**src/rtl/pmc_pkg.sv**
```systemverilog
// constants for the periodic modulo counter: map, fields, resets, dividers
package pmc_pkg;

   localparam int ADDR_W = 16;
   localparam int DATA_W = 32;
   localparam int COUNT_W = 16;
   localparam int DIV_W = 12;

   // register indices; the byte address is four times the index
   localparam logic [ADDR_W-1:0] IDX_STATUS_CONTROL = 16'h306a;
   localparam logic [ADDR_W-1:0] IDX_CLOCK_CONTROL = 16'h306b;
   localparam logic [ADDR_W-1:0] IDX_COMPARE_HIGH = 16'h306c;
   localparam logic [ADDR_W-1:0] IDX_COMPARE_LOW = 16'h306d;
   localparam logic [ADDR_W-1:0] IDX_COUNT_HIGH = 16'h306e;
   localparam logic [ADDR_W-1:0] IDX_COUNT_LOW = 16'h306f;
   localparam logic [ADDR_W-1:0] IDX_EVENT_STATUS = 16'h3070;
   localparam logic [ADDR_W-1:0] IDX_EVENT_MASK = 16'h3071;

   localparam logic [ADDR_W-1:0] ADDR_STATUS_CONTROL = IDX_STATUS_CONTROL << 2;
   localparam logic [ADDR_W-1:0] ADDR_CLOCK_CONTROL = IDX_CLOCK_CONTROL << 2;
   localparam logic [ADDR_W-1:0] ADDR_COMPARE_HIGH = IDX_COMPARE_HIGH << 2;
   localparam logic [ADDR_W-1:0] ADDR_COMPARE_LOW = IDX_COMPARE_LOW << 2;
   localparam logic [ADDR_W-1:0] ADDR_COUNT_HIGH = IDX_COUNT_HIGH << 2;
   localparam logic [ADDR_W-1:0] ADDR_COUNT_LOW = IDX_COUNT_LOW << 2;
   localparam logic [ADDR_W-1:0] ADDR_EVENT_STATUS = IDX_EVENT_STATUS << 2;
   localparam logic [ADDR_W-1:0] ADDR_EVENT_MASK = IDX_EVENT_MASK << 2;

   // status/control field positions
   localparam int FLAG_BIT = 7;
   localparam int IRQ_EN_BIT = 6;
   localparam int TOGGLE_EN_BIT = 4;
   // clock control field positions
   localparam int SRC_LSB = 6;
   localparam int PS_LSB = 0;

   // event status bits
   localparam int EVT_WRAP = 0;
   localparam int EVT_RESTART = 1;
   localparam int EVT_W = 2;

   typedef enum logic [1:0] {
      SRC_EXT_OSC = 2'h0,
      SRC_LOW_POWER = 2'h1,
      SRC_BUS_A = 2'h2,
      SRC_BUS_B = 2'h3
   } clock_source_t;

   localparam logic [2:0] PS_OFF = 3'h0;
   localparam logic [1:0] SRC_RESET = 2'h0;
   localparam logic [COUNT_W-1:0] COUNT_RESET = 16'h0000;
   localparam logic [COUNT_W-1:0] COMPARE_RESET = 16'h0000;
   localparam logic [DIV_W-1:0] DIV_RESET = 12'h000;
   localparam logic [EVT_W-1:0] EVT_RESET = 2'h0;

   // divide ratios per prescale code, binary and decimal families
   localparam logic [DIV_W-1:0] DIV_BINARY [0:7] = '{12'h000, 12'h001,
      12'h002, 12'h004, 12'h008, 12'h010, 12'h020, 12'h040};
   localparam logic [DIV_W-1:0] DIV_DECIMAL [0:7] = '{12'h000, 12'h080,
      12'h100, 12'h200, 12'h400, 12'h800, 12'h064, 12'h3e8};

endpackage
```
**src/rtl/clock_edge_sync.sv**
```systemverilog
// two-stage synchroniser with rising-edge pulse for a slow source clock
`timescale 1ns/1ps
module clock_edge_sync
(
   input wire logic clk_sys,
   input wire logic nrst,
   input wire logic srcLevel,
   output logic risePulse
);

   logic meta_q;
   logic meta_d;
   logic stable_q;
   logic stable_d;
   logic last_q;
   logic last_d;

   always_comb
   begin
      meta_d = srcLevel;
      stable_d = meta_q;
      last_d = stable_q;
   end

   always_ff @(posedge clk_sys)
   begin
      if (!nrst)
      begin
         meta_q <= 1'b0;
         stable_q <= 1'b0;
         last_q <= 1'b0;
      end
      else
      begin
         meta_q <= meta_d;
         stable_q <= stable_d;
         last_q <= last_d;
      end
   end

   // only the second stage feeds the edge detector
   assign risePulse = stable_q & ~last_q;

endmodule

```
**src/rtl/periodic_modulo_counter.sv**
```systemverilog
// periodic modulo counter with prescaler, apb registers and toggle output
//
// Register access over APB was decided locally.
`timescale 1ns/1ps
module periodic_modulo_counter
(
   input wire logic clk_sys,
   input wire logic nrst,
   input wire logic [pmc_pkg::ADDR_W-1:0] paddr,
   input wire logic psel,
   input wire logic penable,
   input wire logic pwrite,
   input wire logic [pmc_pkg::DATA_W-1:0] pwdata,
   output logic [pmc_pkg::DATA_W-1:0] prdata,
   output logic pready,
   output logic pslverr,
   input wire logic extOscClk,
   input wire logic lowPowerOscClk,
   output logic toggleOut,
   output logic irq
);
   import pmc_pkg::*;

   logic [COUNT_W-1:0] count_q;
   logic [COUNT_W-1:0] count_d;
   logic [COUNT_W-1:0] snap_q;
   logic [COUNT_W-1:0] snap_d;
   logic [COUNT_W-1:0] compareBuf_q;
   logic [COUNT_W-1:0] compareBuf_d;
   logic [COUNT_W-1:0] compareAct_q;
   logic [COUNT_W-1:0] compareAct_d;
   logic [DIV_W-1:0] divCnt_q;
   logic [DIV_W-1:0] divCnt_d;
   logic [1:0] src_q;
   logic [1:0] src_d;
   logic [2:0] ps_q;
   logic [2:0] ps_d;
   logic flag_q;
   logic flag_d;
   logic irqEn_q;
   logic irqEn_d;
   logic toggleEn_q;
   logic toggleEn_d;
   logic toggleOut_q;
   logic toggleOut_d;
   logic [EVT_W-1:0] evt_q;
   logic [EVT_W-1:0] evt_d;
   logic [EVT_W-1:0] mask_q;
   logic [EVT_W-1:0] mask_d;
   logic [DATA_W-1:0] rdata_q;
   logic [DATA_W-1:0] rdata_d;
   logic mapped_q;
   logic mapped_d;

   logic extRise;
   logic lowPowerRise;
   logic srcTick;
   logic psOn;
   logic [DIV_W-1:0] divisor;
   logic prePulse;
   logic wrapEv;
   logic restart;
   logic setupPh;
   logic wrEn;
   logic hit;
   logic [7:0] readByte;
   logic [1:0] newSrc;
   logic [2:0] newPs;

   // slow source clocks are sampled, never used as clocks
   clock_edge_sync extSync
   (
      .clk_sys(clk_sys),
      .nrst(nrst),
      .srcLevel(extOscClk),
      .risePulse(extRise)
   );

   clock_edge_sync lowPowerSync
   (
      .clk_sys(clk_sys),
      .nrst(nrst),
      .srcLevel(lowPowerOscClk),
      .risePulse(lowPowerRise)
   );

   // source selection and divide ratio
   always_comb
   begin
      unique case (clock_source_t'(src_q))
         SRC_EXT_OSC: srcTick = extRise;
         SRC_LOW_POWER: srcTick = lowPowerRise;
         SRC_BUS_A, SRC_BUS_B: srcTick = 1'b1;
      endcase
      if (src_q[0])
         divisor = DIV_DECIMAL[ps_q];
      else
         divisor = DIV_BINARY[ps_q];
   end

   assign psOn = (ps_q != PS_OFF);
   assign prePulse = psOn && srcTick && (divCnt_q == divisor - 12'h001);
   assign wrapEv = prePulse && !restart && (count_q == compareAct_q);

   // bus decode
   assign setupPh = psel && !penable;
   assign wrEn = psel && penable && pwrite;
   assign newSrc = pwdata[SRC_LSB+1:SRC_LSB];
   assign newPs = pwdata[PS_LSB+2:PS_LSB];
   assign restart = wrEn && (paddr == ADDR_CLOCK_CONTROL)
      && ((newSrc != src_q) || (newPs != ps_q));

   always_comb
   begin
      hit = 1'b1;
      readByte = 8'h00;
      unique case (paddr)
         ADDR_STATUS_CONTROL:
         begin
            readByte[FLAG_BIT] = flag_q;
            readByte[IRQ_EN_BIT] = irqEn_q;
            readByte[TOGGLE_EN_BIT] = toggleEn_q;
         end
         ADDR_CLOCK_CONTROL:
         begin
            readByte[SRC_LSB+1:SRC_LSB] = src_q;
            readByte[PS_LSB+2:PS_LSB] = ps_q;
         end
         ADDR_COMPARE_HIGH: readByte = compareBuf_q[15:8];
         ADDR_COMPARE_LOW: readByte = compareBuf_q[7:0];
         ADDR_COUNT_HIGH: readByte = snap_q[15:8];
         ADDR_COUNT_LOW: readByte = count_q[7:0];
         ADDR_EVENT_STATUS: readByte[EVT_W-1:0] = evt_q;
         ADDR_EVENT_MASK: readByte[EVT_W-1:0] = mask_q;
         default: hit = 1'b0;
      endcase
   end

   // next state of the whole block
   always_comb
   begin
      count_d = count_q;
      snap_d = snap_q;
      compareBuf_d = compareBuf_q;
      compareAct_d = compareAct_q;
      divCnt_d = divCnt_q;
      src_d = src_q;
      ps_d = ps_q;
      flag_d = flag_q;
      irqEn_d = irqEn_q;
      toggleEn_d = toggleEn_q;
      toggleOut_d = toggleOut_q;
      evt_d = evt_q;
      mask_d = mask_q;
      rdata_d = rdata_q;
      mapped_d = mapped_q;

      // read data is captured in setup so it comes from a flip-flop
      if (setupPh)
      begin
         rdata_d = {24'h000000, readByte};
         mapped_d = hit;
         // freeze the count together with the low byte being returned
         if (!pwrite && paddr == ADDR_COUNT_LOW)
            snap_d = count_q;
      end

      // read-to-clear: only bits that were returned are cleared
      if (psel && penable && !pwrite && paddr == ADDR_EVENT_STATUS)
         evt_d = evt_q & ~rdata_q[EVT_W-1:0];

      if (wrEn)
      begin
         unique case (paddr)
            ADDR_STATUS_CONTROL:
            begin
               irqEn_d = pwdata[IRQ_EN_BIT];
               toggleEn_d = pwdata[TOGGLE_EN_BIT];
               if (pwdata[FLAG_BIT])
                  flag_d = 1'b0;
            end
            ADDR_CLOCK_CONTROL:
            begin
               src_d = newSrc;
               ps_d = newPs;
               if (newPs != PS_OFF)
                  compareAct_d = compareBuf_q;
            end
            ADDR_COMPARE_HIGH: compareBuf_d[15:8] = pwdata[7:0];
            ADDR_COMPARE_LOW: compareBuf_d[7:0] = pwdata[7:0];
            ADDR_EVENT_MASK: mask_d = pwdata[EVT_W-1:0];
            // count bytes and unmapped offsets drop the write
            default: ;
         endcase
      end

      if (restart)
      begin
         divCnt_d = DIV_RESET;
         count_d = COUNT_RESET;
         evt_d[EVT_RESTART] = 1'b1;
      end
      else if (psOn && srcTick)
      begin
         if (prePulse)
         begin
            divCnt_d = DIV_RESET;
            // compare of zero wraps on every pulse
            if (count_q == compareAct_q)
            begin
               count_d = COUNT_RESET;
               compareAct_d = compareBuf_q;
            end
            else
               count_d = count_q + 16'h0001;
         end
         else
            divCnt_d = divCnt_q + 12'h001;
      end

      // hardware set wins over a same-cycle clear
      if (wrapEv)
      begin
         flag_d = 1'b1;
         evt_d[EVT_WRAP] = 1'b1;
         if (toggleEn_q)
            toggleOut_d = ~toggleOut_q;
      end
   end

   always_ff @(posedge clk_sys)
   begin
      if (!nrst)
      begin
         count_q <= COUNT_RESET;
         snap_q <= COUNT_RESET;
         compareBuf_q <= COMPARE_RESET;
         compareAct_q <= COMPARE_RESET;
         divCnt_q <= DIV_RESET;
         src_q <= SRC_RESET;
         ps_q <= PS_OFF;
         flag_q <= 1'b0;
         irqEn_q <= 1'b0;
         toggleEn_q <= 1'b0;
         toggleOut_q <= 1'b0;
         evt_q <= EVT_RESET;
         mask_q <= EVT_RESET;
         rdata_q <= 32'h00000000;
         mapped_q <= 1'b1;
      end
      else
      begin
         count_q <= count_d;
         snap_q <= snap_d;
         compareBuf_q <= compareBuf_d;
         compareAct_q <= compareAct_d;
         divCnt_q <= divCnt_d;
         src_q <= src_d;
         ps_q <= ps_d;
         flag_q <= flag_d;
         irqEn_q <= irqEn_d;
         toggleEn_q <= toggleEn_d;
         toggleOut_q <= toggleOut_d;
         evt_q <= evt_d;
         mask_q <= mask_d;
         rdata_q <= rdata_d;
         mapped_q <= mapped_d;
      end
   end

   // one wait-free access phase; unmapped offsets answer with an error
   assign pready = penable;
   assign pslverr = psel && penable && !mapped_q;
   assign prdata = rdata_q;
   assign toggleOut = toggleOut_q;
   assign irq = (flag_q && irqEn_q) || (|(evt_q & mask_q));
endmodule

```
**config.mk**
```make
export PLATFORM = sky130hd
export DESIGN_NAME = periodic_modulo_counter
export DESIGN_NICKNAME = d
export VERILOG_FILES = /design/src/rtl/pmc_pkg.sv /design/src/rtl/clock_edge_sync.sv /design/src/rtl/periodic_modulo_counter.sv
export SDC_FILE = /design/constraint.sdc
export NUM_CORES = 1
export LEC_CHECK = 0
export BUFFER_PORTS_ARGS = -buffer_cell sky130_fd_sc_hd__buf_2
export CAP_MARGIN = 10
export CORE_MARGIN = 1.5
export CORE_UTILIZATION = 57
export DETAILED_ROUTE_END_ITERATION = 12
export PLACE_DENSITY = 0.8
export SYNTH_ARGS = -nofsm -noshare
export SYNTH_HDL_FRONTEND = slang
export SYNTH_SLANG_ARGS = --single-unit
```
**constraint.sdc**
```tcl
create_clock -name clk_sys -period 4.1 [get_ports clk_sys]
set_input_delay 0.82 -clock clk_sys [delete_from_list [all_inputs] [get_ports clk_sys]]
set_output_delay 0.82 -clock clk_sys [all_outputs]
set_load 0.03 [all_outputs]
```
==> impl_metrics.py <==
metrics = {
    "finish": {
        "fillers": 821,
        "multiInputGateArea_mm2": 0.00329,
        "syn_to_final_growth_pct": 6.36,
        "fin_util": 0.632,
        "register_area_mm2": 0.00192,
        "layout-drive-gt1-share": 0.147,
        "final_cells": 804,
        "num_antenna_cells": 0,
        "fin_nets": 728,
    },
    "power_and_ir_drop": {
        "p_leak_nw": 2.26,
        "irDropWorstVdd_uv": 198,
        "power_density_mw_per_mm2": 293,
        "total_power_mw": 1.74,
    },
    "sta": {
        "post-route-period-util": 0.791,
        "timing.final.max_slew_violations": 0,
        "worstMarginPinSlew_ns": 0.776,
        "skew_ns": 0.0159,
        "rsz0062_at_grt": "false",
        "finalSetupTns_ns": 0,
        "final-hold-violation-count": 0,
        "fmax_mhz": 308,
        "slew_headroom": 0.482,
        "finalSetupViolCount": 0,
        "finalCriticalPeriod_ns": 3.24,
        "holdWs_ns": 0.457,
    },
    "die": {
        "die_area_mm2": 0.0104,
        "dieHeight_um": 102,
        "rows": 35,
        "floorplan.initialDensity": 0.595,
        "core_area_mm2": 0.00937,
        "pin_count": 91,
        "die_w_um": 102,
    },
    "min_path": {
        "hold_path.class": "reg -> reg",
        "holdPathEnd": "extSync.last_d",
        "holdCritStartpoint": "extSync.meta_q",
        "holdPathStages": 1,
    },
    "synth": {
        "ys.flop_type": "dfxtp_1",
        "ys_warn_count": 0,
        "syn-mean-instance-area_um2": 8.57,
        "synth.distinct_cells": 73,
        "netlist_instances": 650,
        "synth-edff-count": 0,
        "ys_seq_elements": 96,
        "syn_area_mm2": 0.00557,
        "async_flop_share": 0,
        "yosysSeqAreaShare": 0.345,
    },
    "worst_setup_path": {
        "path_cells": "buf_4, nor2_1, nand2_1, ha_1, or4b_1, o21ai_1, nor3_1, xnor2_1, and4b_4, a41oi_4, buf_4, mux2i_1",
        "timing.rr.end": "compareAct_q[8]",
        "endpoint_kind": "register",
        "max_stage_delay_ns": 0.48,
        "cp_max_fo": 29,
        "regToRegSetupSlack_ns": 0.86,
        "worstPathRequired_ns": 4.40,
        "r2r_start": "ps_q[2]",
        "cpMostUsedCell": "buf_4",
        "critPathLaunch": "ps_q[2]",
        "cp.arrival_ns": 3.54,
        "criticalPathCategory": "reg -> reg",
        "crit_slowest_cell": "or4b_1",
        "rr_worst_depth": 12,
        "start_kind": "register",
    },
    "cts": {
        "cts_tree": "built",
        "clk_pin_slew_ns": 0.10,
        "cts_hold_buf": 0,
        "clkSinkCount": 96,
        "cts_setup_buffers": 0,
        "cts_buffer_depth": 2,
        "root_buffer": "clkbuf_8",
        "clk_latency_ns": 0.38,
        "h-tree-depth": 3,
        "numCtsBuffers": 9,
        "post_cts_resized": 0,
    },
    "place": {
        "placedCellCount": 788,
        "gp_congestion": 0.889,
        "dpl.hpwl_mm": 9.53,
        "port_buffers": 42,
    },
    "grt": {
        "grt_max_degree": 47,
        "grt_use_total": 0.266,
        "grt_pass1_vias": 4564,
        "antenna_found_initial": 0,
        "grt_first_pass_wirelength_mm": 21.6,
        "grt_overflow": 0,
    },
    "drt": {
        "drt_iter0_drc": 308,
        "dr.pass1.iters": 6,
        "wirelength_mm": 13.5,
        "routed-via-count": 4827,
        "vias_per_cell": 6.00,
        "remaining_drc_errors": 0,
        "routedWlPerCell_um": 16.8,
        "ant_nets": 0,
    },
    "run_status": {
        "status": "finished clean",
    },
    "run": {
        "maxCapViolCount": 0,
    },
}
## layout make-up
class / count / share of cell area
Multi-Input combinational cell: 501 / 0.555
Sequential cell: 96 / 0.324
Timing Repair Buffer: 56 / 0.0532
Tap cell: 129 / 0.0272
Clock buffer: 9 / 0.0209
Clock inverter: 7 / 0.0152
Inverter: 6 / 0.00380
## critical path: cells and delay by family (launching register included)
| family | cells | cell delay [ns] |
|---|---|---|
| mux | 1 | 0.27 |
| compound gates | 2 | 0.27 |
| flops | 1 | 0.32 |
| xor+xnor | 1 | 0.23 |
| simple gates | 5 | 1.05 |
| fa+ha+maj | 1 | 0.43 |
| buf+inv | 2 | 0.58 |
## layout by cell type, fill, tap and decap left out, drive strengths merged, types with 4 or more instances in the layout
master and instances:
inv 10, a211oi 11, or3 7, buf 56, and3 8, nor4 7, nand3b 14, nand2b 7
dfxtp 96, nor2 62, o211ai 4, nand3 20, a31oi 4, a21oi 18, clkbuf 9, mux2i 52
conb 24, mux4 7, nor2b 8, nand4 14, o31ai 4, xnor2 25, nand2 82, nor3 31
xor2 12, o21ai 10, o22ai 14, and2 10
## routing by layer
metal	GRT usage	wire length (um)
met1	0.332	5620
met2	0.449	6620
met3	0.0506	825
met4	0.118	432
met5	0	0
## synth_stat cells, types with 9 or more instances
| cell type | number | area, um^2 |
|---|---|---|
| mux2i_1 | 52 | 521 |
| nand2_1 | 82 | 308 |
| nor2_1 | 62 | 233 |
| a21oi_1 | 18 | 90.1 |
| nor3_1 | 27 | 135 |
| and2_1 | 10 | 62.6 |
| o21ai_0 | 9 | 45.0 |
| xor2_1 | 12 | 105 |
| a211oi_1 | 11 | 82.6 |
| clkbuf_1 | 21 | 78.8 |
| buf_2 | 15 | 75.1 |
| nand3b_1 | 14 | 105 |
| nand4_1 | 13 | 81.3 |
| xnor2_1 | 25 | 219 |
| o22ai_1 | 14 | 87.6 |
| dfxtp_1 | 96 | 1920 |
| buf_4 | 30 | 225 |
| nand3_1 | 19 | 95.1 |
## power by group
part	total, mW	internal (mW)	switching [mW]
logic	0.114	0.0273	0.0862
registers	0.939	0.937	0.00209
clock network	0.684	0.302	0.382
## worst max path at each step
stage	endpoint	slack (ns)
after floorplan	divCnt_q[10]	1.11
after global placement	compareAct_q[4]	0.86
after detailed placement	compareAct_q[9]	0.76
after CTS	compareAct_q[8]	0.88
after global routing	count_q[0]	0.61
final	compareAct_q[8]	0.86
## stage by stage
| step | worst slack [ns] | area (um^2) |
|---|---|---|
| after global placement | 0.863 | 5710 |
| after floorplan | 1.11 | 5660 |
| after CTS | 0.880 | 5930 |
| after detailed placement | 0.760 | 5710 |
| after global routing | 0.609 | 5930 |
| final | 0.857 | 5930 |
## logic make-up (layout without fill, tap and decap cells)
| group | after synthesis | count (layout) | share of synthesized area |
|---|---|---|---|
| multiplexers | 60 | 60 | 0.124 |
| adder cells (fa/ha/maj) | 3 | 3 | 0.00674 |
| other | 1 | 24 | 0.000673 |
| AO/OA/AOI/OAI | 91 | 91 | 0.119 |
| AND/OR/NAND/NOR | 286 | 286 | 0.267 |
| flip-flops | 96 | 96 | 0.345 |
| XOR/XNOR | 37 | 37 | 0.0582 |
| buffers and inverters | 76 | 78 | 0.0799 |
## state kept, by name (all words and copies together) (netlist names), 3 cells and up
register      count
compareAct_q     16
compareBuf_q     16
count_q          16
divCnt_q         12
prdata            8
snap_q            8
ps_q              3
(Power assumes the default switching activity.)
